File: src/hdl/tal_params.svh
// constants of the temperature alarm output block
`ifndef TAL_PARAMS_SVH
`define TAL_PARAMS_SVH
`define TAL_CLK_HZ        50000000
`define TAL_BLINK_MS      500
`define TAL_ADDR_W        8
`define TAL_OFS_CTRL      8'h00
`define TAL_OFS_MODES     8'h04
`define TAL_OFS_ABS_HI    8'h08
`define TAL_OFS_ABS_LO    8'h0c
`define TAL_OFS_DEV_HI    8'h10
`define TAL_OFS_DEV_LO    8'h14
`define TAL_OFS_STATUS    8'h18
`define TAL_OFS_ACK       8'h1c
`define TAL_CTRL_DIRECT   0
`define TAL_CTRL_NOPEN    1
`define TAL_RST_CTRL      2'h0
`define TAL_RST_MODES     6'h00
`define TAL_RST_LIMIT     16'h0000
`define TAL_MODE_HI_LSB   0
`define TAL_MODE_LO_LSB   2
`define TAL_MODE_DEV_LSB  4
`define TAL_ST_ANY        3
`define TAL_ST_MSG_LSB    4
`define TAL_ACK_BIT       0
`define TAL_RESP_OKAY     2'h0
`define TAL_RESP_SLVERR   2'h2
`endif

File: src/hdl/tal_pkg.sv
// types of the temperature alarm output block
`default_nettype none
package tal_pkg;
  typedef enum logic [1:0] {
    TAL_ALM_OFF,
    TAL_ALM_HELD,
    TAL_ALM_SELF_CLEAR
  } tal_alm_mode_t;
  typedef enum logic [1:0] {
    TAL_MSG_STD,
    TAL_MSG_ABS_HI,
    TAL_MSG_ABS_LO,
    TAL_MSG_DEV
  } tal_msg_t;
  typedef struct packed {
    logic          direct_sense;
    logic          relay_polarity_select;
    tal_alm_mode_t abs_high_alarm_mode;
    tal_alm_mode_t abs_low_alarm_mode;
    tal_alm_mode_t deviation_alarm_mode;
  } tal_cfg_t;
  typedef struct packed {
    logic signed [15:0] abs_high_limit;
    logic signed [15:0] abs_low_limit;
    logic signed [15:0] deviation_high_limit;
    logic signed [15:0] deviation_low_limit;
  } tal_limits_t;
endpackage
`default_nettype wire

File: src/hdl/tal_alarm_chan.sv
// one alarm channel with held, self-clearing or disabled behaviour
`default_nettype none
module tal_alarm_chan (
  input  wire logic               clk_sys_i,
  input  wire logic               reset_i,
  input  wire tal_pkg::tal_alm_mode_t mode_i,
  input  wire logic               cond_i,
  input  wire logic               ack_i,
  output logic                    active_o
);
  logic active_q;
  logic active_d;
  logic held_keep;

  // a press only clears when the condition is already gone
  assign held_keep = active_q & ~(ack_i & ~cond_i);

  always_comb begin
    case (mode_i)
      tal_pkg::TAL_ALM_HELD:       active_d = cond_i | held_keep;
      tal_pkg::TAL_ALM_SELF_CLEAR: active_d = cond_i;
      default:                     active_d = 1'b0;
    endcase
  end

  always_ff @(posedge clk_sys_i or posedge reset_i) begin
    if (reset_i) begin
      active_q <= 1'b0;
    end else begin
      active_q <= active_d;
    end
  end

  assign active_o = active_q;
endmodule
`default_nettype wire

File: src/hdl/tal_top.sv
// alarm evaluation and relay drive for output 3, control sense for outputs 1 and 2
//
// Behaviour
// - direct sense: control output level rises as measured input rises (cooling)
// - reverse sense: control output level falls as measured input rises (heating)
// - one sense setting drives both control outputs alike
// - absolute alarms compare probe 1, and probe 2 while enabled, with fixed high and low limits only
// - deviation alarm when probe strays beyond setpoint by high or low deviation
// - high and low deviation limits held separately, no ordering between them
// - any active alarm drives output 3 and a message naming it
// - each active alarm message alternates with standard display, one per alarm
// - held alarm stays active after its condition goes, until acknowledged
// - acknowledge does not clear a held alarm whose condition persists
// - self-clearing alarm drops as soon as the condition disappears
// - each alarm type has its own held, self-clearing or off mode
// - a disabled alarm type never asserts
// - polarity setting picks normally open or normally closed relay
// - normally open: working contact energised only while an alarm is active
// - normally closed: working contact energised while no alarm is present
// - with no alarm active, output 3 led lit while working contact is energised, else dark
// - output 3 led blinks while an alarm is active
// - after reset the relay polarity is normally closed
`include "tal_params.svh"
`default_nettype none
module tal_top #(
  parameter int unsigned BLINK_CYC = `TAL_BLINK_MS * (`TAL_CLK_HZ / 1000),
  parameter int unsigned LEVEL_W   = 16
) (
  input  wire logic                      clk_sys_i,
  input  wire logic                      reset_i,
  // axi4-lite slave
  input  wire logic [`TAL_ADDR_W-1:0]    s_axi_awaddr_i,
  input  wire logic                      s_axi_awvalid_i,
  output logic                           s_axi_awready_o,
  input  wire logic [31:0]               s_axi_wdata_i,
  input  wire logic [3:0]                s_axi_wstrb_i,
  input  wire logic                      s_axi_wvalid_i,
  output logic                           s_axi_wready_o,
  output logic [1:0]                     s_axi_bresp_o,
  output logic                           s_axi_bvalid_o,
  input  wire logic                      s_axi_bready_i,
  input  wire logic [`TAL_ADDR_W-1:0]    s_axi_araddr_i,
  input  wire logic                      s_axi_arvalid_i,
  output logic                           s_axi_arready_o,
  output logic [31:0]                    s_axi_rdata_o,
  output logic [1:0]                     s_axi_rresp_o,
  output logic                           s_axi_rvalid_o,
  input  wire logic                      s_axi_rready_i,
  // measurement side, same clock domain
  input  wire logic signed [15:0]        probe1_temp_i,
  input  wire logic signed [15:0]        probe2_temp_i,
  input  wire logic                      probe2_en_i,
  input  wire logic signed [15:0]        setpoint_i,
  input  wire logic [LEVEL_W-1:0]        loop1_demand_i,
  input  wire logic [LEVEL_W-1:0]        loop2_demand_i,
  // front-panel acknowledge button, asynchronous pin
  input  wire logic                      ack_btn_i,
  // outputs
  output logic [LEVEL_W-1:0]             ctrl_out1_o,
  output logic [LEVEL_W-1:0]             ctrl_out2_o,
  output logic                           relay_work_o,
  output logic                           led_out3_o,
  output logic [2:0]                     alarm_flags_o,
  output tal_pkg::tal_msg_t              msg_sel_o
);
  // ****************************************************
  // registers and wires
  // ****************************************************
  tal_pkg::tal_cfg_t    cfg_q;
  tal_pkg::tal_limits_t lim_q;
  logic                 aw_full_q;
  logic                 w_full_q;
  logic [`TAL_ADDR_W-1:0] aw_addr_q;
  logic [31:0]          w_data_q;
  logic [3:0]           w_strb_q;
  logic                 awready_q;
  logic                 wready_q;
  logic                 bvalid_q;
  logic [1:0]           bresp_q;
  logic                 arready_q;
  logic                 rvalid_q;
  logic [31:0]          rdata_q;
  logic [1:0]           rresp_q;
  logic [2:0]           btn_sync_q;
  logic                 sw_ack_q;
  logic [31:0]          blink_cnt_q;
  logic                 blink_q;
  tal_pkg::tal_msg_t    msg_q;
  tal_pkg::tal_msg_t    last_q;
  logic                 relay_q;
  logic                 led_q;
  logic [LEVEL_W-1:0]   out1_q;
  logic [LEVEL_W-1:0]   out2_q;

  logic [2:0]           alarm;
  logic                 any_alarm;
  logic                 ack;
  logic                 btn_rise;
  logic                 aw_hs;
  logic                 w_hs;
  logic                 aw_full_d;
  logic                 w_full_d;
  logic                 do_write;
  logic                 b_hs;
  logic                 ar_hs;
  logic                 r_hs;
  logic                 rvalid_d;
  logic                 bvalid_d;
  logic                 wr_ctrl;
  logic                 wr_modes;
  logic                 wr_abs_hi;
  logic                 wr_abs_lo;
  logic                 wr_dev_hi;
  logic                 wr_dev_lo;
  logic                 wr_ack;
  logic                 wr_hit;
  logic                 rd_hit;
  logic [31:0]          rd_word;
  logic                 blink_tick;
  logic                 p2_use;

  // ****************************************************
  // axi4-lite write path
  // ****************************************************
  assign aw_hs     = s_axi_awvalid_i & awready_q;
  assign w_hs      = s_axi_wvalid_i & wready_q;
  assign b_hs      = bvalid_q & s_axi_bready_i;
  assign do_write  = (aw_full_q | aw_hs) & (w_full_q | w_hs) & ~bvalid_q;
  assign aw_full_d = (aw_full_q | aw_hs) & ~do_write;
  assign w_full_d  = (w_full_q | w_hs) & ~do_write;
  assign bvalid_d  = do_write | (bvalid_q & ~b_hs);

  logic [`TAL_ADDR_W-1:0] wr_addr;
  logic [31:0]            wr_data;
  logic [3:0]             wr_strb;
  assign wr_addr = aw_full_q ? aw_addr_q : s_axi_awaddr_i;
  assign wr_data = w_full_q ? w_data_q : s_axi_wdata_i;
  assign wr_strb = w_full_q ? w_strb_q : s_axi_wstrb_i;

  assign wr_ctrl   = do_write & (wr_addr == `TAL_OFS_CTRL);
  assign wr_modes  = do_write & (wr_addr == `TAL_OFS_MODES);
  assign wr_abs_hi = do_write & (wr_addr == `TAL_OFS_ABS_HI);
  assign wr_abs_lo = do_write & (wr_addr == `TAL_OFS_ABS_LO);
  assign wr_dev_hi = do_write & (wr_addr == `TAL_OFS_DEV_HI);
  assign wr_dev_lo = do_write & (wr_addr == `TAL_OFS_DEV_LO);
  assign wr_ack    = do_write & (wr_addr == `TAL_OFS_ACK);
  assign wr_hit    = wr_ctrl | wr_modes | wr_abs_hi | wr_abs_lo | wr_dev_hi
                   | wr_dev_lo | wr_ack | (wr_addr == `TAL_OFS_STATUS);

  // merge the enabled byte lanes of a 16-bit field
  function automatic logic [15:0] lanes16(input logic [15:0] old_v,
                                          input logic [31:0] data,
                                          input logic [3:0]  strb);
    logic [15:0] res;
    res = old_v;
    if (strb[0]) begin
      res[7:0] = data[7:0];
    end
    if (strb[1]) begin
      res[15:8] = data[15:8];
    end
    return res;
  endfunction

  always_ff @(posedge clk_sys_i or posedge reset_i) begin
    if (reset_i) begin
      aw_full_q <= 1'b0;
      w_full_q  <= 1'b0;
      aw_addr_q <= '0;
      w_data_q  <= '0;
      w_strb_q  <= '0;
      awready_q <= 1'b0;
      wready_q  <= 1'b0;
      bvalid_q  <= 1'b0;
      bresp_q   <= `TAL_RESP_OKAY;
    end else begin
      aw_full_q <= aw_full_d;
      w_full_q  <= w_full_d;
      if (aw_hs) begin
        aw_addr_q <= s_axi_awaddr_i;
      end
      if (w_hs) begin
        w_data_q <= s_axi_wdata_i;
        w_strb_q <= s_axi_wstrb_i;
      end
      // ready only when the slot is free and no answer is pending
      awready_q <= ~aw_full_d & ~bvalid_d;
      wready_q  <= ~w_full_d & ~bvalid_d;
      bvalid_q  <= bvalid_d;
      if (do_write) begin
        bresp_q <= wr_hit ? `TAL_RESP_OKAY : `TAL_RESP_SLVERR;
      end
    end
  end

  // ****************************************************
  // configuration and limit registers
  // ****************************************************
  always_ff @(posedge clk_sys_i or posedge reset_i) begin
    if (reset_i) begin
      // reverse sense, normally closed relay, all alarms off
      {cfg_q.relay_polarity_select, cfg_q.direct_sense} <= `TAL_RST_CTRL;
      cfg_q.deviation_alarm_mode <= tal_pkg::TAL_ALM_OFF;
      cfg_q.abs_low_alarm_mode   <= tal_pkg::TAL_ALM_OFF;
      cfg_q.abs_high_alarm_mode  <= tal_pkg::TAL_ALM_OFF;
      lim_q.abs_high_limit       <= `TAL_RST_LIMIT;
      lim_q.abs_low_limit        <= `TAL_RST_LIMIT;
      lim_q.deviation_high_limit <= `TAL_RST_LIMIT;
      lim_q.deviation_low_limit  <= `TAL_RST_LIMIT;
    end else begin
      if (wr_ctrl & wr_strb[0]) begin
        cfg_q.direct_sense          <= wr_data[`TAL_CTRL_DIRECT];
        cfg_q.relay_polarity_select <= wr_data[`TAL_CTRL_NOPEN];
      end
      if (wr_modes & wr_strb[0]) begin
        // an unused code reads back as given but acts as off
        cfg_q.abs_high_alarm_mode  <= tal_pkg::tal_alm_mode_t'(
          wr_data[`TAL_MODE_HI_LSB +: 2]);
        cfg_q.abs_low_alarm_mode   <= tal_pkg::tal_alm_mode_t'(
          wr_data[`TAL_MODE_LO_LSB +: 2]);
        cfg_q.deviation_alarm_mode <= tal_pkg::tal_alm_mode_t'(
          wr_data[`TAL_MODE_DEV_LSB +: 2]);
      end
      if (wr_abs_hi) begin
        lim_q.abs_high_limit <= lanes16(lim_q.abs_high_limit, wr_data, wr_strb);
      end
      if (wr_abs_lo) begin
        lim_q.abs_low_limit <= lanes16(lim_q.abs_low_limit, wr_data, wr_strb);
      end
      if (wr_dev_hi) begin
        lim_q.deviation_high_limit <=
          lanes16(lim_q.deviation_high_limit, wr_data, wr_strb);
      end
      if (wr_dev_lo) begin
        lim_q.deviation_low_limit <=
          lanes16(lim_q.deviation_low_limit, wr_data, wr_strb);
      end
    end
  end

  // ****************************************************
  // axi4-lite read path
  // ****************************************************
  assign ar_hs    = s_axi_arvalid_i & arready_q;
  assign r_hs     = rvalid_q & s_axi_rready_i;
  assign rvalid_d = ar_hs | (rvalid_q & ~r_hs);
  assign rd_hit   = (s_axi_araddr_i == `TAL_OFS_CTRL) | (s_axi_araddr_i == `TAL_OFS_MODES)
                  | (s_axi_araddr_i == `TAL_OFS_ABS_HI) | (s_axi_araddr_i == `TAL_OFS_ABS_LO)
                  | (s_axi_araddr_i == `TAL_OFS_DEV_HI) | (s_axi_araddr_i == `TAL_OFS_DEV_LO)
                  | (s_axi_araddr_i == `TAL_OFS_STATUS) | (s_axi_araddr_i == `TAL_OFS_ACK);

  always_comb begin
    rd_word = 32'h0000_0000;
    case (s_axi_araddr_i)
      `TAL_OFS_CTRL: begin
        rd_word[`TAL_CTRL_DIRECT] = cfg_q.direct_sense;
        rd_word[`TAL_CTRL_NOPEN]  = cfg_q.relay_polarity_select;
      end
      `TAL_OFS_MODES: begin
        rd_word[`TAL_MODE_HI_LSB +: 2]  = cfg_q.abs_high_alarm_mode;
        rd_word[`TAL_MODE_LO_LSB +: 2]  = cfg_q.abs_low_alarm_mode;
        rd_word[`TAL_MODE_DEV_LSB +: 2] = cfg_q.deviation_alarm_mode;
      end
      `TAL_OFS_ABS_HI: rd_word[15:0] = lim_q.abs_high_limit;
      `TAL_OFS_ABS_LO: rd_word[15:0] = lim_q.abs_low_limit;
      `TAL_OFS_DEV_HI: rd_word[15:0] = lim_q.deviation_high_limit;
      `TAL_OFS_DEV_LO: rd_word[15:0] = lim_q.deviation_low_limit;
      `TAL_OFS_STATUS: begin
        rd_word[2:0]                  = alarm;
        rd_word[`TAL_ST_ANY]          = any_alarm;
        rd_word[`TAL_ST_MSG_LSB +: 2] = msg_q;
      end
      default: rd_word = 32'h0000_0000;
    endcase
  end

  always_ff @(posedge clk_sys_i or posedge reset_i) begin
    if (reset_i) begin
      arready_q <= 1'b0;
      rvalid_q  <= 1'b0;
      rdata_q   <= 32'h0000_0000;
      rresp_q   <= `TAL_RESP_OKAY;
    end else begin
      arready_q <= ~rvalid_d;
      rvalid_q  <= rvalid_d;
      if (ar_hs) begin
        rdata_q <= rd_word;
        rresp_q <= rd_hit ? `TAL_RESP_OKAY : `TAL_RESP_SLVERR;
      end
    end
  end

  // ****************************************************
  // acknowledge: button pin or software write
  // ****************************************************
  always_ff @(posedge clk_sys_i or posedge reset_i) begin
    if (reset_i) begin
      btn_sync_q <= 3'h0;
      sw_ack_q   <= 1'b0;
    end else begin
      btn_sync_q <= {btn_sync_q[1:0], ack_btn_i};
      sw_ack_q   <= wr_ack & wr_strb[0] & wr_data[`TAL_ACK_BIT];
    end
  end

  // edge is taken between the second and third stage only
  assign btn_rise = btn_sync_q[1] & ~btn_sync_q[2];
  assign ack      = btn_rise | sw_ack_q;

  // ****************************************************
  // alarm conditions and channels
  // ****************************************************
  logic cond_hi;
  logic cond_lo;
  logic cond_dev;
  logic signed [16:0] d1;
  logic signed [16:0] d2;

  assign p2_use = probe2_en_i;
  assign d1 = 17'(probe1_temp_i) - 17'(setpoint_i);
  assign d2 = 17'(probe2_temp_i) - 17'(setpoint_i);

  // setpoint plays no part in the absolute limits
  assign cond_hi = (probe1_temp_i > lim_q.abs_high_limit)
                 | (p2_use & (probe2_temp_i > lim_q.abs_high_limit));
  assign cond_lo = (probe1_temp_i < lim_q.abs_low_limit)
                 | (p2_use & (probe2_temp_i < lim_q.abs_low_limit));
  assign cond_dev = (d1 > 17'(lim_q.deviation_high_limit))
                  | (-d1 > 17'(lim_q.deviation_low_limit))
                  | (p2_use & ((d2 > 17'(lim_q.deviation_high_limit))
                  | (-d2 > 17'(lim_q.deviation_low_limit))));

  tal_alarm_chan u_chan_hi (
    .clk_sys_i (clk_sys_i),
    .reset_i   (reset_i),
    .mode_i    (cfg_q.abs_high_alarm_mode),
    .cond_i    (cond_hi),
    .ack_i     (ack),
    .active_o  (alarm[0])
  );

  tal_alarm_chan u_chan_lo (
    .clk_sys_i (clk_sys_i),
    .reset_i   (reset_i),
    .mode_i    (cfg_q.abs_low_alarm_mode),
    .cond_i    (cond_lo),
    .ack_i     (ack),
    .active_o  (alarm[1])
  );

  tal_alarm_chan u_chan_dev (
    .clk_sys_i (clk_sys_i),
    .reset_i   (reset_i),
    .mode_i    (cfg_q.deviation_alarm_mode),
    .cond_i    (cond_dev),
    .ack_i     (ack),
    .active_o  (alarm[2])
  );

  assign any_alarm = |alarm;

  // ****************************************************
  // blink timer and message rotation
  // ****************************************************
  assign blink_tick = (blink_cnt_q == BLINK_CYC - 1);

  tal_pkg::tal_msg_t next_msg;
  always_comb begin
    next_msg = tal_pkg::TAL_MSG_STD;
    // round robin after the last alarm shown
    case (last_q)
      tal_pkg::TAL_MSG_ABS_HI: begin
        if (alarm[1]) next_msg = tal_pkg::TAL_MSG_ABS_LO;
        else if (alarm[2]) next_msg = tal_pkg::TAL_MSG_DEV;
        else if (alarm[0]) next_msg = tal_pkg::TAL_MSG_ABS_HI;
      end
      tal_pkg::TAL_MSG_ABS_LO: begin
        if (alarm[2]) next_msg = tal_pkg::TAL_MSG_DEV;
        else if (alarm[0]) next_msg = tal_pkg::TAL_MSG_ABS_HI;
        else if (alarm[1]) next_msg = tal_pkg::TAL_MSG_ABS_LO;
      end
      default: begin
        if (alarm[0]) next_msg = tal_pkg::TAL_MSG_ABS_HI;
        else if (alarm[1]) next_msg = tal_pkg::TAL_MSG_ABS_LO;
        else if (alarm[2]) next_msg = tal_pkg::TAL_MSG_DEV;
      end
    endcase
  end

  always_ff @(posedge clk_sys_i or posedge reset_i) begin
    if (reset_i) begin
      blink_cnt_q <= 32'h0000_0000;
      blink_q     <= 1'b0;
      msg_q       <= tal_pkg::TAL_MSG_STD;
      last_q      <= tal_pkg::TAL_MSG_STD;
    end else begin
      blink_cnt_q <= blink_tick ? 32'h0000_0000 : blink_cnt_q + 32'h0000_0001;
      if (blink_tick) begin
        blink_q <= ~blink_q;
        // each alarm message is followed by the standard display
        if (msg_q == tal_pkg::TAL_MSG_STD) begin
          msg_q <= next_msg;
          if (next_msg != tal_pkg::TAL_MSG_STD) begin
            last_q <= next_msg;
          end
        end else begin
          msg_q <= tal_pkg::TAL_MSG_STD;
        end
      end
    end
  end

  // ****************************************************
  // relay, led and control outputs
  // ****************************************************
  logic relay_d;
  // normally open energises on alarm; normally closed drops out on alarm,
  // so power loss also reads as an alarm
  assign relay_d = cfg_q.relay_polarity_select ? any_alarm
                                               : ~any_alarm;

  always_ff @(posedge clk_sys_i or posedge reset_i) begin
    if (reset_i) begin
      relay_q <= 1'b0;
      led_q   <= 1'b0;
      out1_q  <= '0;
      out2_q  <= '0;
    end else begin
      relay_q <= relay_d;
      // led tracks the contact, and blinks over it during an alarm
      led_q   <= any_alarm ? blink_q : relay_d;
      // direct passes the rising demand, reverse mirrors it
      out1_q  <= cfg_q.direct_sense ? loop1_demand_i : ~loop1_demand_i;
      out2_q  <= cfg_q.direct_sense ? loop2_demand_i : ~loop2_demand_i;
    end
  end

  assign s_axi_awready_o = awready_q;
  assign s_axi_wready_o  = wready_q;
  assign s_axi_bvalid_o  = bvalid_q;
  assign s_axi_bresp_o   = bresp_q;
  assign s_axi_arready_o = arready_q;
  assign s_axi_rvalid_o  = rvalid_q;
  assign s_axi_rdata_o   = rdata_q;
  assign s_axi_rresp_o   = rresp_q;
  assign ctrl_out1_o     = out1_q;
  assign ctrl_out2_o     = out2_q;
  assign relay_work_o    = relay_q;
  assign led_out3_o      = led_q;
  assign alarm_flags_o   = alarm;
  assign msg_sel_o       = msg_q;
endmodule
`default_nettype wire

File: config.mk
export PLATFORM = sky130hd
export DESIGN_NAME = tal_top
export DESIGN_NICKNAME = d
export VERILOG_FILES = /design/src/hdl/tal_pkg.sv /design/src/hdl/tal_alarm_chan.sv /design/src/hdl/tal_top.sv
export VERILOG_INCLUDE_DIRS = /design/src /design/src/hdl
export SDC_FILE = /design/constraint.sdc
export NUM_CORES = 1
export LEC_CHECK = 0
export BUFFER_PORTS_ARGS = -buffer_cell sky130_fd_sc_hd__buf_2
export CAP_MARGIN = 40
export CORE_AREA = 2 2 241 243
export DETAILED_ROUTE_END_ITERATION = 8
export DIE_AREA = 0 0 243 245
export SLEW_MARGIN = 20
export SYNTH_ARGS = -nofsm -noshare
export SYNTH_HDL_FRONTEND = slang
export SYNTH_SLANG_ARGS = --single-unit
File: constraint.sdc
create_clock -name clk_sys_i -period 8.51 [get_ports clk_sys_i]
set_input_delay 2.553 -clock clk_sys_i [delete_from_list [all_inputs] [get_ports clk_sys_i]]
set_output_delay 2.553 -clock clk_sys_i [all_outputs]
set_load 0.005 [all_outputs]
; ---- After elaboration in Yosys (flattened, before gate mapping)
; Cells that the tools add are included.
[word_totals]
regBits = 203
in_bits = 141
output_inout_bits = 80
wordCells = 196
[classes]
n_addsub = 5
magnitude_cmp = 8
eq_ne = 23
n_mux = 27
bitwise_logic = 80
n_reduce_logical = 14
[op_table]
columns = op, count
row1 = greater-than comparator 17 x 16 -> 1 bit, 4
row2 = equality test 8 x 5 -> 1 bit (second input constant), 8
row3 = 2-to-1 mux 16 bit, 3
row4 = case mux 10 bit (4 select lines), 1
row5 = bitwise AND 1 bit, 34
row6 = negator 17 bit, 2
row7 = subtractor 16 x 16 -> 17 bit, 2
row8 = adder 32 x 1 -> 32 bit (second input constant), 1
row9 = equality test 32 x 25 -> 1 bit (second input constant), 1
row10 = equality test 8 x 4 -> 1 bit (second input constant), 4
row11 = greater-than comparator 16 bit, 2
row12 = less-than comparator 16 bit, 2
row13 = 2-to-1 mux 32 bit, 1
row14 = NOT 16 bit, 2
row15 = OR 1 bit, 27
row16 = 2-to-1 mux 2 bit, 12
row17 = case mux 4 bit (6 select lines), 1
row18 = NOT 1 bit, 17
row19 = equality test 8 x 3 -> 1 bit (second input constant), 2
row20 = zero test 8 bit, 2
row21 = AND reduction 2 bit, 8
row22 = case mux 2 bit (7 select lines), 1
row23 = equality test 2 x 1 -> 1 bit (second input constant), 4
row24 = equality test 2 bit (second input constant), 4
row25 = other kinds (8), 12

; ---- Depth between registers and ports, before layout
; Gate-level depths: netlist of the first run.
[depth]
depth_word = 13
mapped_depth = 20
depth_no_buf = 20

; ---- Cells and area by module
; A second synthesis of the first run with hierarchy kept.
[unflattened]
cells_unflattened = 1480
area_unflattened_um2 = 13725.7
[by_module_without_submodules]
columns = mod, n_inst, cells_each, area_per_inst_um2, seq_area_each_um2
row1 = tal_top, 1, 1453, 13489.2, 4954.8
row2 = tal_alarm_chan, 3, 9, 78.8, 25.0

; ---- Worst setup path after synthesis of the first run
; OpenSTA, ideal clock, no wires.
[synth_timing]
kind = input-to-reg
startpoint = input port probe1_temp_i[0]
endpoint = register u_chan_dev.active_q, in the netlist u_chan_dev.active_o
setup_time_ps = 118
arrival_time_ps = 6310
required_time_ps = 8392
slack_ps = 2082
path_stages = 20
path_buffers = 0
cell_sequence = inv_1 -> ha_1 -> inv_1 -> fa_1 -> a21o_1 -> a221oi_2 -> or3_1 -> o221ai_1 -> nor3_1 -> nand4_1 -> xor2_1 -> ha_1 -> a21o_1 -> a21o_1 -> a21o_1 -> a211oi_1 -> a2bb2oi_1 -> a31o_2 -> a31oi_1 -> a21o_1
[synth_between]
elab_chain_len = 11
[synth_rtl]
columns = item, line_no
row1 = start: declaration, tal_top.sv:50  ; input wire logic signed [15:0] probe1_temp_i,
row2 = subtractor 16 x 16 -> 17 bit *, tal_top.sv:320  ; assign d1 = 17'(probe1_temp_i) - 17'(setpoint_i);
row3 = negator 17 bit, tal_top.sv:329  ; | (-d1 > 17'(lim_q.deviation_low_limit))
row4 = greater-than comparator 17 x 16 -> 1 bit, tal_top.sv:329
row5 = OR 1 bit *, tal_top.sv:329
row6 = OR 1 bit *, tal_top.sv:330  ; | (p2_use & ((d2 > 17'(lim_q.deviation_high_limit))
row7 = NOT 1 bit, tal_alarm_chan.sv:16  ; assign held_keep = active_q & ~(ack_i & ~cond_i);
row8 = bitwise AND 1 bit, tal_alarm_chan.sv:16
row9 = NOT 1 bit, tal_alarm_chan.sv:16
row10 = bitwise AND 1 bit, tal_alarm_chan.sv:16
row11 = OR 1 bit, tal_alarm_chan.sv:20  ; tal_pkg::TAL_ALM_HELD: active_d = cond_i | held_keep;
row12 = case mux 1 bit (2 select lines) *, tal_alarm_chan.sv:19  ; case (mode_i)
row13 = via u_chan_dev.active_d, tal_alarm_chan.sv:12  ; logic active_d;
row14 = end signal: assignment, tal_alarm_chan.sv:30  ; active_q <= active_d;
row15 = end: declaration, tal_alarm_chan.sv:11  ; logic active_q;
; The timed path passes the listed nets; every way through them passes the cells marked *.
; A chain may end at the register's enable or synchronous reset.

; ---- Worst setup path in the final report of the first run
; Same ends and word-level chain as after synthesis.

==> results of run 1 <==
-- cell type report --
class	instances	share of cell area
multi-input cells	1176	0.5014
flip-flops and latches	201	0.3020
repair buffers	197	0.06398
well taps	765	0.05745
clock buffers	28	0.03687
inverters	121	0.02771
clock inverters	14	0.01066
-- report_power, final --
group / total, mW / switching [mW] / internal, mW / leakage [nW]
sequential: 1.18 / 0.0917 / 1.09 / 2.62
clock: 1.04 / 0.423 / 0.616 / 0.397
combinational: 1.03 / 0.592 / 0.441 / 4.39
total: 3.26 / 1.11 / 2.15 / 7.40
-- critical path, cell delays in order --
cell	delay, ns
buf_2	0.10
inv_1	0.08
ha_1	0.20
inv_1	0.06
fa_1	0.44
a21o_1	0.22
a221oi_2	0.43
or3_1	0.18
o221ai_1	0.22
nor3_1	0.31
nand4_1	0.30
xor2_1	0.26
ha_1	0.33
a21o_1	0.18
a21o_1	0.17
a21o_1	0.17
a211oi_1	0.22
a2bb2oi_1	0.20
a31o_2	0.18
a31oi_1	0.08
a21o_1	0.16
-- how the worst max path moves through the flow --
stage               cells past startpoint             endpoint  slack (ns)
CTS                                    21  u_chan_dev.active_o        1.88
global placement                       21  u_chan_dev.active_o        1.37
finish                                 21  u_chan_dev.active_o        1.87
global route                           21  u_chan_dev.active_o        1.52
floorplan                               1         aw_addr_q[0]        0.47
detailed placement                     21  u_chan_dev.active_o        1.32
-- routing by layer --
metal  up-vias  share of wire
li1       5814              -
met4        12          0.035
met1      5775           0.45
met2       269           0.47
met5         -         0.0018
met3        94          0.049
-- stage by stage --
stage	power [mW]	utilization	setup WS [ns]	instances	hold WS [ns]
finish	3.257	0.2921	1.871	2502	0.3538
global route	3.465	0.2921	1.524	2502	0.3845
CTS	3.284	0.2919	1.878	2501	0.3687
detailed placement	2.227	0.2780	1.324	2459	0.3379
global placement	2.179	0.2766	1.365	2454	0.3479
floorplan	1.886	-	0.4746	1551	0.3312
-- synth_stat cells (all sizes together), types with 3 or more instances --
library cell / count / area [µm²]
nor3: 35 / 175.2
inv: 121 / 454.2
a2111oi: 3 / 26.28
nor2b: 17 / 106.4
nor4b: 3 / 26.28
and2: 10 / 62.56
nand2: 130 / 488.0
nand4: 29 / 181.4
nand3: 37 / 185.2
dfrtp: 201 / 5030
nor4: 11 / 83.83
xnor2: 74 / 648.1
o21bai: 4 / 30.03
a211oi: 10 / 75.07
buf: 26 / 178.9
a31oi: 10 / 62.56
clkbuf: 27 / 101.4
o22ai: 5 / 31.28
o21ai: 108 / 544.3
a211o: 5 / 45.04
o221ai: 4 / 35.03
o211ai: 7 / 52.55
a21o: 44 / 330.3
and4: 8 / 70.07
ha: 173 / 2165
a2111o: 3 / 33.78
a221oi: 15 / 137.6
mux2: 30 / 337.8
a21oi: 92 / 460.4
or2: 3 / 18.77
o21a: 13 / 97.59
o31ai: 6 / 45.04
nor3b: 6 / 45.04
or3: 11 / 75.07
a22o: 12 / 105.1
and3: 10 / 62.56
mux2i: 31 / 310.3
xor2: 31 / 271.5
nand2b: 7 / 43.79
nor2: 127 / 476.7
-- registers in the layout (all words and copies together), names as in the netlist, 2 cells and up --
register,count
last_q,2
ctrl_out1_o,16
cfg_q,8
s_axi_rdata_o,16
msg_sel_o,2
ctrl_out2_o,16
w_strb_q,2
lim_q,64
aw_addr_q,8
btn_sync_q,3
blink_cnt_q,32
w_data_q,16
-- logic make-up after synthesis --
group                      synth area share
AOI/OAI and AO/OA                    0.1676
DFF                                  0.3579
other                             0.0002668
buffers and inverters               0.05226
and+or+nand+nor                      0.1536
muxes                               0.04612
adders and majority gates            0.1569
xor gates and xnor gates            0.06544
-- cells in the final DEF (no fill, tap or decap), types with 31 or more instances in the layout --
cell type	Yosys	routed
nand2_1	130	130
o21ai_0	106	106
dfrtp_1	201	200
a21o_1	44	44
ha_1	173	173
a21oi_1	92	92
nor3_1	35	35
buf_2	2	184
xnor2_1	74	74
nor2_1	127	127
mux2i_1	31	31
xor2_1	31	31
inv_1	121	120
nand3_1	37	37
==> metrics.md, run 1 <==
| Metric | Value |
|---|---|
| CTS Hold Bufs | `0` |
| HPWL reported at the end of detailed placement | `36.18 mm` |
| Hold Path Depth | `0` |
| WL per Instance | `around 17 µm` |
| Area growth syn-to-layout | `18.55%` |
| H-tree depth | `1` |
| Synth unique cells | `78` |
| Vias in the first global route | `roughly 12,000` |
| Unrepaired setup endpoints after global routing | `false` |
| Hold Path Sink | `btn_sync_q[1]` |
| # resized after CTS | `0` |
| Placed inst area | `~0.016 mm²` |
| Maximum clock path buffer count | `3` |
| GRT Residual Overflow | `0` |
| RR Startpoint | `lim_q[63]` |
| GR Util met1 | `0.1834` |
| Critical Path Start Type | `input port` |
| Fin Clk Skew | `0.01961 ns` |
| Port Buffers | `184` |
| Worst slew pin tran | `between 0.8 and 0.9 ns` |
| HP Class | `reg2reg` |
| Final nets | `2,036` |
| Area occupied by multi-input gates | `0.008353 mm²` |
| Leak | `7.402 nW` |
| N_diodes | `0` |
| Core area | `0.05703 mm²` |
| Critical Path Source | `probe1_temp_i[0]` |
| Fmax | `150.6 MHz` |
| Post-synth EDFFs | `0` |
| Status | `finished, final reports clean` |
| Crit path kind | `in2reg` |
| First-pass GRT wire length | `66.95 mm` |
| Gpl congestion | `0.9253` |
| Detailed Route Iter0 Violations | `690` |
| R2r setup slk | `5.77 ns` |
| Final setup vio count | `0` |
| Clk sinks | `roughly 200` |
| Worst r2r dst | `u_chan_hi.active_o` |
| CTS clk-pin slew, worst paths | `roughly 0.07 ns` |
| Height of the chip | `roughly 250 µm` |
| Initial Util | `0.2464` |
| Vias post-DR | `11,960` |
| Critical Path End Type | `register` |
| Synthesized area per cell | `9.161 µm²` |
| # DRC | `0` |
| GR Util met3 | `0.02569` |
| Setup tns final | `0 ns` |
| GRT Util Overall | `0.1425` |
| Crit share post-route | `0.7801` |
| Synth Instances | `1,534` |
| Post-synth ARST share | `1.000` |
| Seq/Total Area, Yosys | `0.3579` |
| R2R depth | `7` |
| Hold Vio Cnt, Final | `0` |
| Vias per cell | `4.782` |
| Initial antenna violation count | `6` |
| Max_cap viols | `0` |
| Skew-Pair Late Insertion Delay | `0.54 ns` |
| Pwr dens | `195.5 mW/mm²` |
| Layer with the highest usage | `met2` |
| Die width | `243 µm` |
| Layout cell share with drive strength beyond 1 | `0.1652` |
| Synth warnings | `0` |
| CP Data Required Time | `8.93 ns` |
| # fillers | `6,116` |
| DRT Wirelength | `about 44 mm` |
| Primary FF master, synth | `dfrtp_1` |
| Register area | `0.005031 mm²` |
| CTS tree | `yes` |
| Design Area, Final | `about 0.017 mm²` |
| Post-route minimum period | `6.639 ns` |
| TritonCTS buffer count | `23` |
| Synthesized area | `approximately 0.014 mm²` |
| Crit Path Max Fanout | `5` |
| DRT Pass-1 Iters | `5` |
| Slew Viols, Final | `0` |
| Clk root buf | `clkbuf_16` |
| Hold path startpoint | `btn_sync_q[0]` |
| Number of setup buffers added after CTS | `0` |
| Worst EP arrival | `7.06 ns` |
| Yosys reg bits | `201` |
| DIE AREA | `0.05954 mm²` |
| ANT nets after route | `0` |
| GRT met2 Usage | `0.2374` |
| Max-slew headroom | `0.4587` |
| Cell Rows | `88` |
| Io pins | `~220` |
| Worst vdd ir | `0.0001586 V` |
| Maximum number of pins on one net before global-route repair | `87` |
No activity file was read; power rests on OpenSTA's default activity.
==> run 2: changes to the inputs <==
- clock period: 8.51 -> 5.49 ns (I/O delays scaled with it)
==> metrics.md, run 2 (synthesis gave the netlist of run 1 again) <==
| Metric | Value |
|---|---|
| Fmax | `188.9 MHz` |
| Vias in the first global route | `12,540 (+5.6%)` |
| Detailed Route Iter0 Violations | `634 (-8.1%)` |
| Commonest non-fill, non-tap cells in the layout | `dfrtp_1, buf_2, ha_1, buf_4, nand2_1` |
| Worst vdd ir | `0.0002899 V (+83%)` |
| Worst slew pin tran | `0.8597 ns (+0.05401 ns)` |
| # resized after CTS | `0 (unchanged)` |
| WL per Instance | `17.15 µm (-1.9%)` |
| Register area | `0.005031 mm² (unchanged)` |
| Largest register FFs | `64 (unchanged)` |
| First-pass GRT wire length | `69.79 mm (+4.2%)` |
| HPWL reported at the end of detailed placement | `37.12 mm (+2.6%)` |
| Crit path kind | `in2reg` |
| CP Data Required Time | `5.92 ns (-3.01 ns)` |
| Final nets | `2,162 (+6.2%)` |
| HP Class | `reg2reg` |
| Area growth syn-to-layout | `25.63%` |
| DP Worst Slack | `-0.3731 ns (-1.697 ns)` |
| DRT Pass-1 Iters | `5 (unchanged)` |
| Clk sinks | `201 (unchanged)` |
| Maximum clock path buffer count | `3 (unchanged)` |
| CTS tree | `yes` |
| Biggest registers after layout | `lim_q x64, blink_cnt_q x32` |
| Core area | `0.05703 mm² (unchanged)` |
| Hold Slack | `0.3583 ns (+0.004432 ns)` |
| Port Buffers | `184 (unchanged)` |
| R2R depth | `8 (+1)` |
| Crit Path Max Fanout | `3 (-2)` |
| Clk root buf | `clkbuf_16` |
| Maximum number of pins on one net before global-route repair | `138 (+59%)` |
| Height of the chip | `245 µm (unchanged)` |
| CTS clk-pin slew, worst paths | `0.06 ns (about the same)` |
| H-tree depth | `1 (unchanged)` |
| Slew Viols, Final | `0 (unchanged)` |
| Setup tns final | `0 ns (unchanged)` |
| Gpl congestion | `0.8972 (-3.0%)` |
| CTS Hold Bufs | `0 (unchanged)` |
| # fillers | `6,097 (-0.31%)` |
| Post-route setup slack | `0.1959 ns (-1.675 ns)` |
| GRT Residual Overflow | `0 (unchanged)` |
| Number of setup buffers added after CTS | `0 (unchanged)` |
| Max_cap viols | `0 (unchanged)` |
| ANT nets after route | `0 (unchanged)` |
| Critical Path Start Type | `input port` |
| Fin Clk Skew | `0.02240 ns (+0.002790 ns)` |
| Non-Filler Instances | `2,630 (+5.1%)` |
| Final setup vio count | `0 (unchanged)` |
| Worst EP arrival | `5.72 ns (-1.34 ns)` |
| DIE AREA | `0.05954 mm² (unchanged)` |
| Die width | `243 µm (unchanged)` |
| Vias per cell | `4.684 (-2.0%)` |
| Leak | `7.993 nW (+8.0%)` |
| Crit share post-route | `0.9643` |
| Status | `finished, final reports clean` |
| Post-route minimum period | `5.294 ns` |
| Top reg by flops | `lim_q` |
| Max-slew headroom | `0.4105 (-0.04827)` |
| Io pins | `221 (unchanged)` |
| Critical Path End Type | `register` |
| # DRC | `0 (unchanged)` |
| Layout cell share with drive strength beyond 1 | `0.2237 (+0.05849)` |
| Area occupied by multi-input gates | `0.008388 mm² (+0.42%)` |
| DP Cell Count | `2,584 (+5.1%)` |
| Total power | `5.266 mW (+62%)` |
| Commonest non-fill, non-tap cell in the layout | `dfrtp_1` |
| Skew-Pair Late Insertion Delay | `0.54 ns (about the same)` |
| Initial antenna violation count | `1 (-5)` |
| Pwr dens | `298.3 mW/mm² (+53%)` |
| Hold Vio Cnt, Final | `0 (unchanged)` |
| Hold Path Depth | `0 (unchanged)` |
| GRT Util Overall | `0.1484 (+0.005843)` |
| DRT Wirelength | `45.11 mm (+3.1%)` |
| Unrepaired setup endpoints after global routing | `false` |
| Vias post-DR | `12,320 (+3.0%)` |
| Initial Util | `0.2464 (unchanged)` |
| Cell Rows | `88 (unchanged)` |
| TritonCTS buffer count | `24 (+4.3%)` |
## run 2: cell count changes in the layout (fill, tap and decap cells not counted), moves of 2 or more
cell / delta
buf_4: +123
clkinvlp_4: +5
clkbuf_1: +2
inv_6: -3
inv_8: -2
clkinv_2: -2
## run 2: final cells by class
type                    instances  share of cell area
multi-input cells            1176              0.4751
flip-flops and latches        201              0.2850
repair buffers                322              0.1134
well taps                     765             0.05421
clock buffers                  32             0.03742
inverters                     121             0.02594
clock inverters                12            0.008858
diodes                          1           0.0001417
## run 2: stage by stage
step,area (µm²),util
after global routing,17650,0.3095
after floorplan,14130,-
after global placement,16730,0.2933
after detailed placement,16790,0.2944
final,17660,0.3096
after CTS,17610,0.3087
## run 2: critical path, cell delays in order
cell       delay (ns)
buf_2            0.08
inv_1            0.05
ha_1             0.22
fa_2             0.35
nor2b_2          0.16
o31a_1           0.19
a21oi_1          0.08
or3_2            0.50
nor2_1           0.12
or4b_4           0.49
nor2_1           0.16
xnor2_1          0.16
ha_1             0.28
a21o_1           0.19
a211o_1          0.30
nor2_1           0.09
o2111ai_1        0.13
a31oi_1          0.19
o21ai_0          0.15
a21o_1           0.18
## run 2: worst paths after layout
kind	startpoint	to	slack, ns
max reg2reg	w_full_q	cfg_q[5]	2.54
min	btn_sync_q[0]	btn_sync_q[1]	0.36
max	probe2_temp_i[0]	u_chan_dev.active_o	0.20
max in group asynchronous	reset_i	lim_q[24]	3.47
min reg2reg	btn_sync_q[0]	btn_sync_q[1]	0.36
min in group asynchronous	reset_i	ctrl_out1_o[0]	1.01
## run 2: report_power, final
part / internal [mW] / switching, mW
sequential: 1.69 / 0.158
clock: 0.991 / 0.654
combinational: 0.807 / 0.962
total: 3.49 / 1.77
## run 2: layer usage
layer	track usage	vias up	part of all wire
met5	0	-	0.00029
met4	0.04655	2	0.028
met3	0.02307	65	0.044
met2	0.2477	259	0.47
met1	0.1966	5931	0.46
li1	-	6063	-
==> run 3: changes to the inputs <==
- ABC_AREA: unset -> 1
- CORE_AREA: 2 2 241 243 -> 2 2 253 255
- DIE_AREA: 0 0 243 245 -> 0 0 255 257
==> metrics.md, run 3 <==
| Metric | Value |
|---|---|
| Status | `finished, final reports clean` |
| Critical Path End Type | `register` |
| Number of setup buffers added after CTS | `0 (unchanged)` |
| Vias post-DR | `14,570 (+18%)` |
| Commonest non-fill, non-tap cell in the layout | `nand2_1` |
| CTS tree | `yes` |
| Skew-Pair Late Insertion Delay | `0.55 ns (about the same)` |
| DP Worst Slack | `0.2095 ns (+0.5826 ns)` |
| First-pass GRT wire length | `77.32 mm (+11%)` |
| Final setup vio count | `0 (unchanged)` |
| Clk root buf | `clkbuf_16` |
| Largest register FFs | `64 (unchanged)` |
| Worst EP arrival | `5.27 ns (-0.45 ns)` |
| H-tree depth | `1 (unchanged)` |
| Initial antenna violation count | `4 (+3)` |
| Fmax | `208.8 MHz (+11%)` |
| Primary FF master, synth | `dfrtp_1` |
| Synthesized area per cell | `7.147 µm² (-22%)` |
| Synth unique cells | `51 (-35%)` |
| # DRC | `0 (unchanged)` |
| Hold Vio Cnt, Final | `0 (unchanged)` |
| GRT Residual Overflow | `0 (unchanged)` |
| Crit path kind | `in2reg` |
| GRT Util Overall | `0.1519 (+0.003557)` |
| Seq/Total Area, Yosys | `0.3227 (-0.03522)` |
| WL per Instance | `15.66 µm (-8.7%)` |
| Non-Filler Instances | `3,240 (+23%)` |
| Max-slew headroom | `0.4150 (+0.004534)` |
| Leak | `9.518 nW (+19%)` |
| DP Cell Count | `3,193 (+24%)` |
| HP Class | `reg2reg` |
| DRT Pass-1 Iters | `5 (unchanged)` |
| Height of the chip | `257 µm (+4.9%)` |
| Die width | `255 µm (+4.9%)` |
| Post-synth ARST share | `1.000 (unchanged)` |
| Unrepaired setup endpoints after global routing | `false` |
| DIE AREA | `0.06554 mm² (+10%)` |
| Biggest registers after layout | `lim_q x64, blink_cnt_q x32` |
| Synth warnings | `0 (unchanged)` |
| Io pins | `221 (unchanged)` |
| Final nets | `2,691 (+24%)` |
| Worst vdd ir | `0.0002830 V (-2.4%)` |
| Slew Viols, Final | `0 (unchanged)` |
| Detailed Route Iter0 Violations | `1,239 (+95%)` |
| Post-route minimum period | `4.789 ns (-0.5048 ns)` |
| Initial Util | `0.2485 (+0.002062)` |
| Core area | `0.06274 mm² (+10%)` |
| Max_cap viols | `0 (unchanged)` |
| Clk sinks | `201 (unchanged)` |
| DRT Wirelength | `50.74 mm (+12%)` |
| Pwr dens | `280.1 mW/mm² (-6.1%)` |
| Fin Clk Skew | `0.02913 ns (+0.006732 ns)` |
| Crit share post-route | `0.8724 (-0.09196)` |
| Count leader, synth | `nand2_1` |
| Most frequent cells after synthesis | `nand2_1, inv_1, dfrtp_1` |
| Gpl congestion | `0.9409 (+4.9%)` |
| Top reg by flops | `lim_q` |
| Worst slew pin tran | `0.8708 ns (+0.01109 ns)` |
| # resized after CTS | `0 (unchanged)` |
| Area contributors post-synth | `dfrtp_1, nand2_1, ha_1` |
| Post-synth EDFFs | `0 (unchanged)` |
| TritonCTS buffer count | `25 (+4.2%)` |
| Synth top area share | `0.3227 (-0.03522)` |
| Synthesized area | `0.01559 mm² (+11%)` |
| Yosys reg bits | `201 (unchanged)` |
| Vias in the first global route | `13,470 (+7.5%)` |
| Maximum number of pins on one net before global-route repair | `96 (-30%)` |
| Maximum clock path buffer count | `3 (unchanged)` |
| Critical Path Start Type | `input port` |
| HPWL reported at the end of detailed placement | `41.81 mm (+13%)` |
| CTS clk-pin slew, worst paths | `0.07 ns (about the same)` |
| Cell Rows | `92 (+4.5%)` |
| Area growth syn-to-layout | `18.13%` |
| Vias per cell | `4.496 (-4.0%)` |
| Commonest non-fill, non-tap cells in the layout | `nand2_1, inv_1, dfrtp_1, buf_2, ha_1` |
| CTS Hold Bufs | `0 (unchanged)` |
| Post-route setup slack | `0.7007 ns (+0.5048 ns)` |
| Crit Path Max Fanout | `3 (unchanged)` |
| Port Buffers | `184 (unchanged)` |
| Layout cell share with drive strength beyond 1 | `0.1199 (-0.1038)` |
| Synth Instances | `2,181 (+42%)` |
| ANT nets after route | `0 (unchanged)` |
| Setup tns final | `0 ns (unchanged)` |
| Top cell type by total area after synthesis | `dfrtp_1` |
| CP Data Required Time | `5.97 ns (+0.05 ns)` |
run 3: where the power goes:
| part | switching [mW] | internal, mW |
|---|---|---|
| clock network | 0.671 | 1.10 |
| registers | 0.0987 | 1.67 |
| logic | 1.07 | 0.548 |
| total | 1.84 | 3.32 |
run 3: cell type report:
class | count | area [µm²]
Clock inverter | 10 | 146.4
Sequential cell | 201 | 5031
Inverter | 380 | 1430
Fill cell | 6855 | 44320
Antenna cell | 1 | 2.502
Multi-Input combinational cell | 1565 | 8886
Clock buffer | 35 | 753.2
Timing Repair Buffer | 202 | 1106
Tap cell | 846 | 1059
run 3: final timing paths:
kind	start	to	slack, ns	cells past startpoint
setup reg to reg	lim_q[62]	u_chan_hi.active_o	3.10	11
min in group asynchronous	reset_i	ctrl_out1_o[4]	0.99	2
max in group asynchronous	reset_i	lim_q[60]	3.52	4
setup / recovery	probe1_temp_i[0]	u_chan_dev.active_o	0.70	27
hold / removal	btn_sync_q[1]	btn_sync_q[2]	0.39	0
hold reg to reg	btn_sync_q[1]	btn_sync_q[2]	0.39	0
run 3: critical path, stage by stage:
cell and delay (ns):
buf_2 0.10, inv_1 0.14, ha_1 0.17, inv_1 0.06
fa_1 0.55, inv_1 0.12, ha_1 0.18, inv_1 0.05
nor2_1 0.09, nand3_1 0.13, nor2_1 0.16, nand3_1 0.12
nor2_1 0.20, nand2_1 0.11, nor2_1 0.12, xor2_1 0.08
ha_1 0.30, nand2_1 0.05, nor3_1 0.25, nand2_1 0.08
inv_1 0.08, nand3_1 0.07, nand3_1 0.09, nand2_1 0.05
nand2_1 0.05, nor2_1 0.05, a21oi_1 0.14
run 3: logic make-up after synthesis:
kind of cell / after synthesis / share of synthesized area
other: 1 / 0.0002406
and+or+nand+nor: 984 / 0.2707
muxes: 8 / 0.005619
DFF: 201 / 0.3227
AOI/OAI and AO/OA: 313 / 0.1104
adders and majority gates: 175 / 0.1414
buffers and inverters: 432 / 0.1113
xor gates and xnor gates: 67 / 0.03765
run 3: routing by layer:
layer	share of wire	vias to the layer above	global-route usage
met3	0.077	54	0.02428
met2	0.42	439	0.2286
met5	0.00057	-	0
li1	-	7380	-
met1	0.48	6687	0.2256
met4	0.020	6	0.03411
run 3: metrics by stage:
stage / instance area (µm²) / utilization / power (mW) / hold slack (ns)
3_5_place_dp: 17490 / 0.2788 / 3.396 / 0.3843
2_1_floorplan: 15660 / - / 2.882 / 0.3312
3_3_place_gp: 17470 / 0.2785 / 3.365 / 0.3859
4_1_cts: 18390 / 0.2932 / 5.196 / 0.3767
6_report: 18410 / 0.2935 / 5.158 / 0.3855
5_1_grt: 18410 / 0.2935 / 5.518 / 0.3864
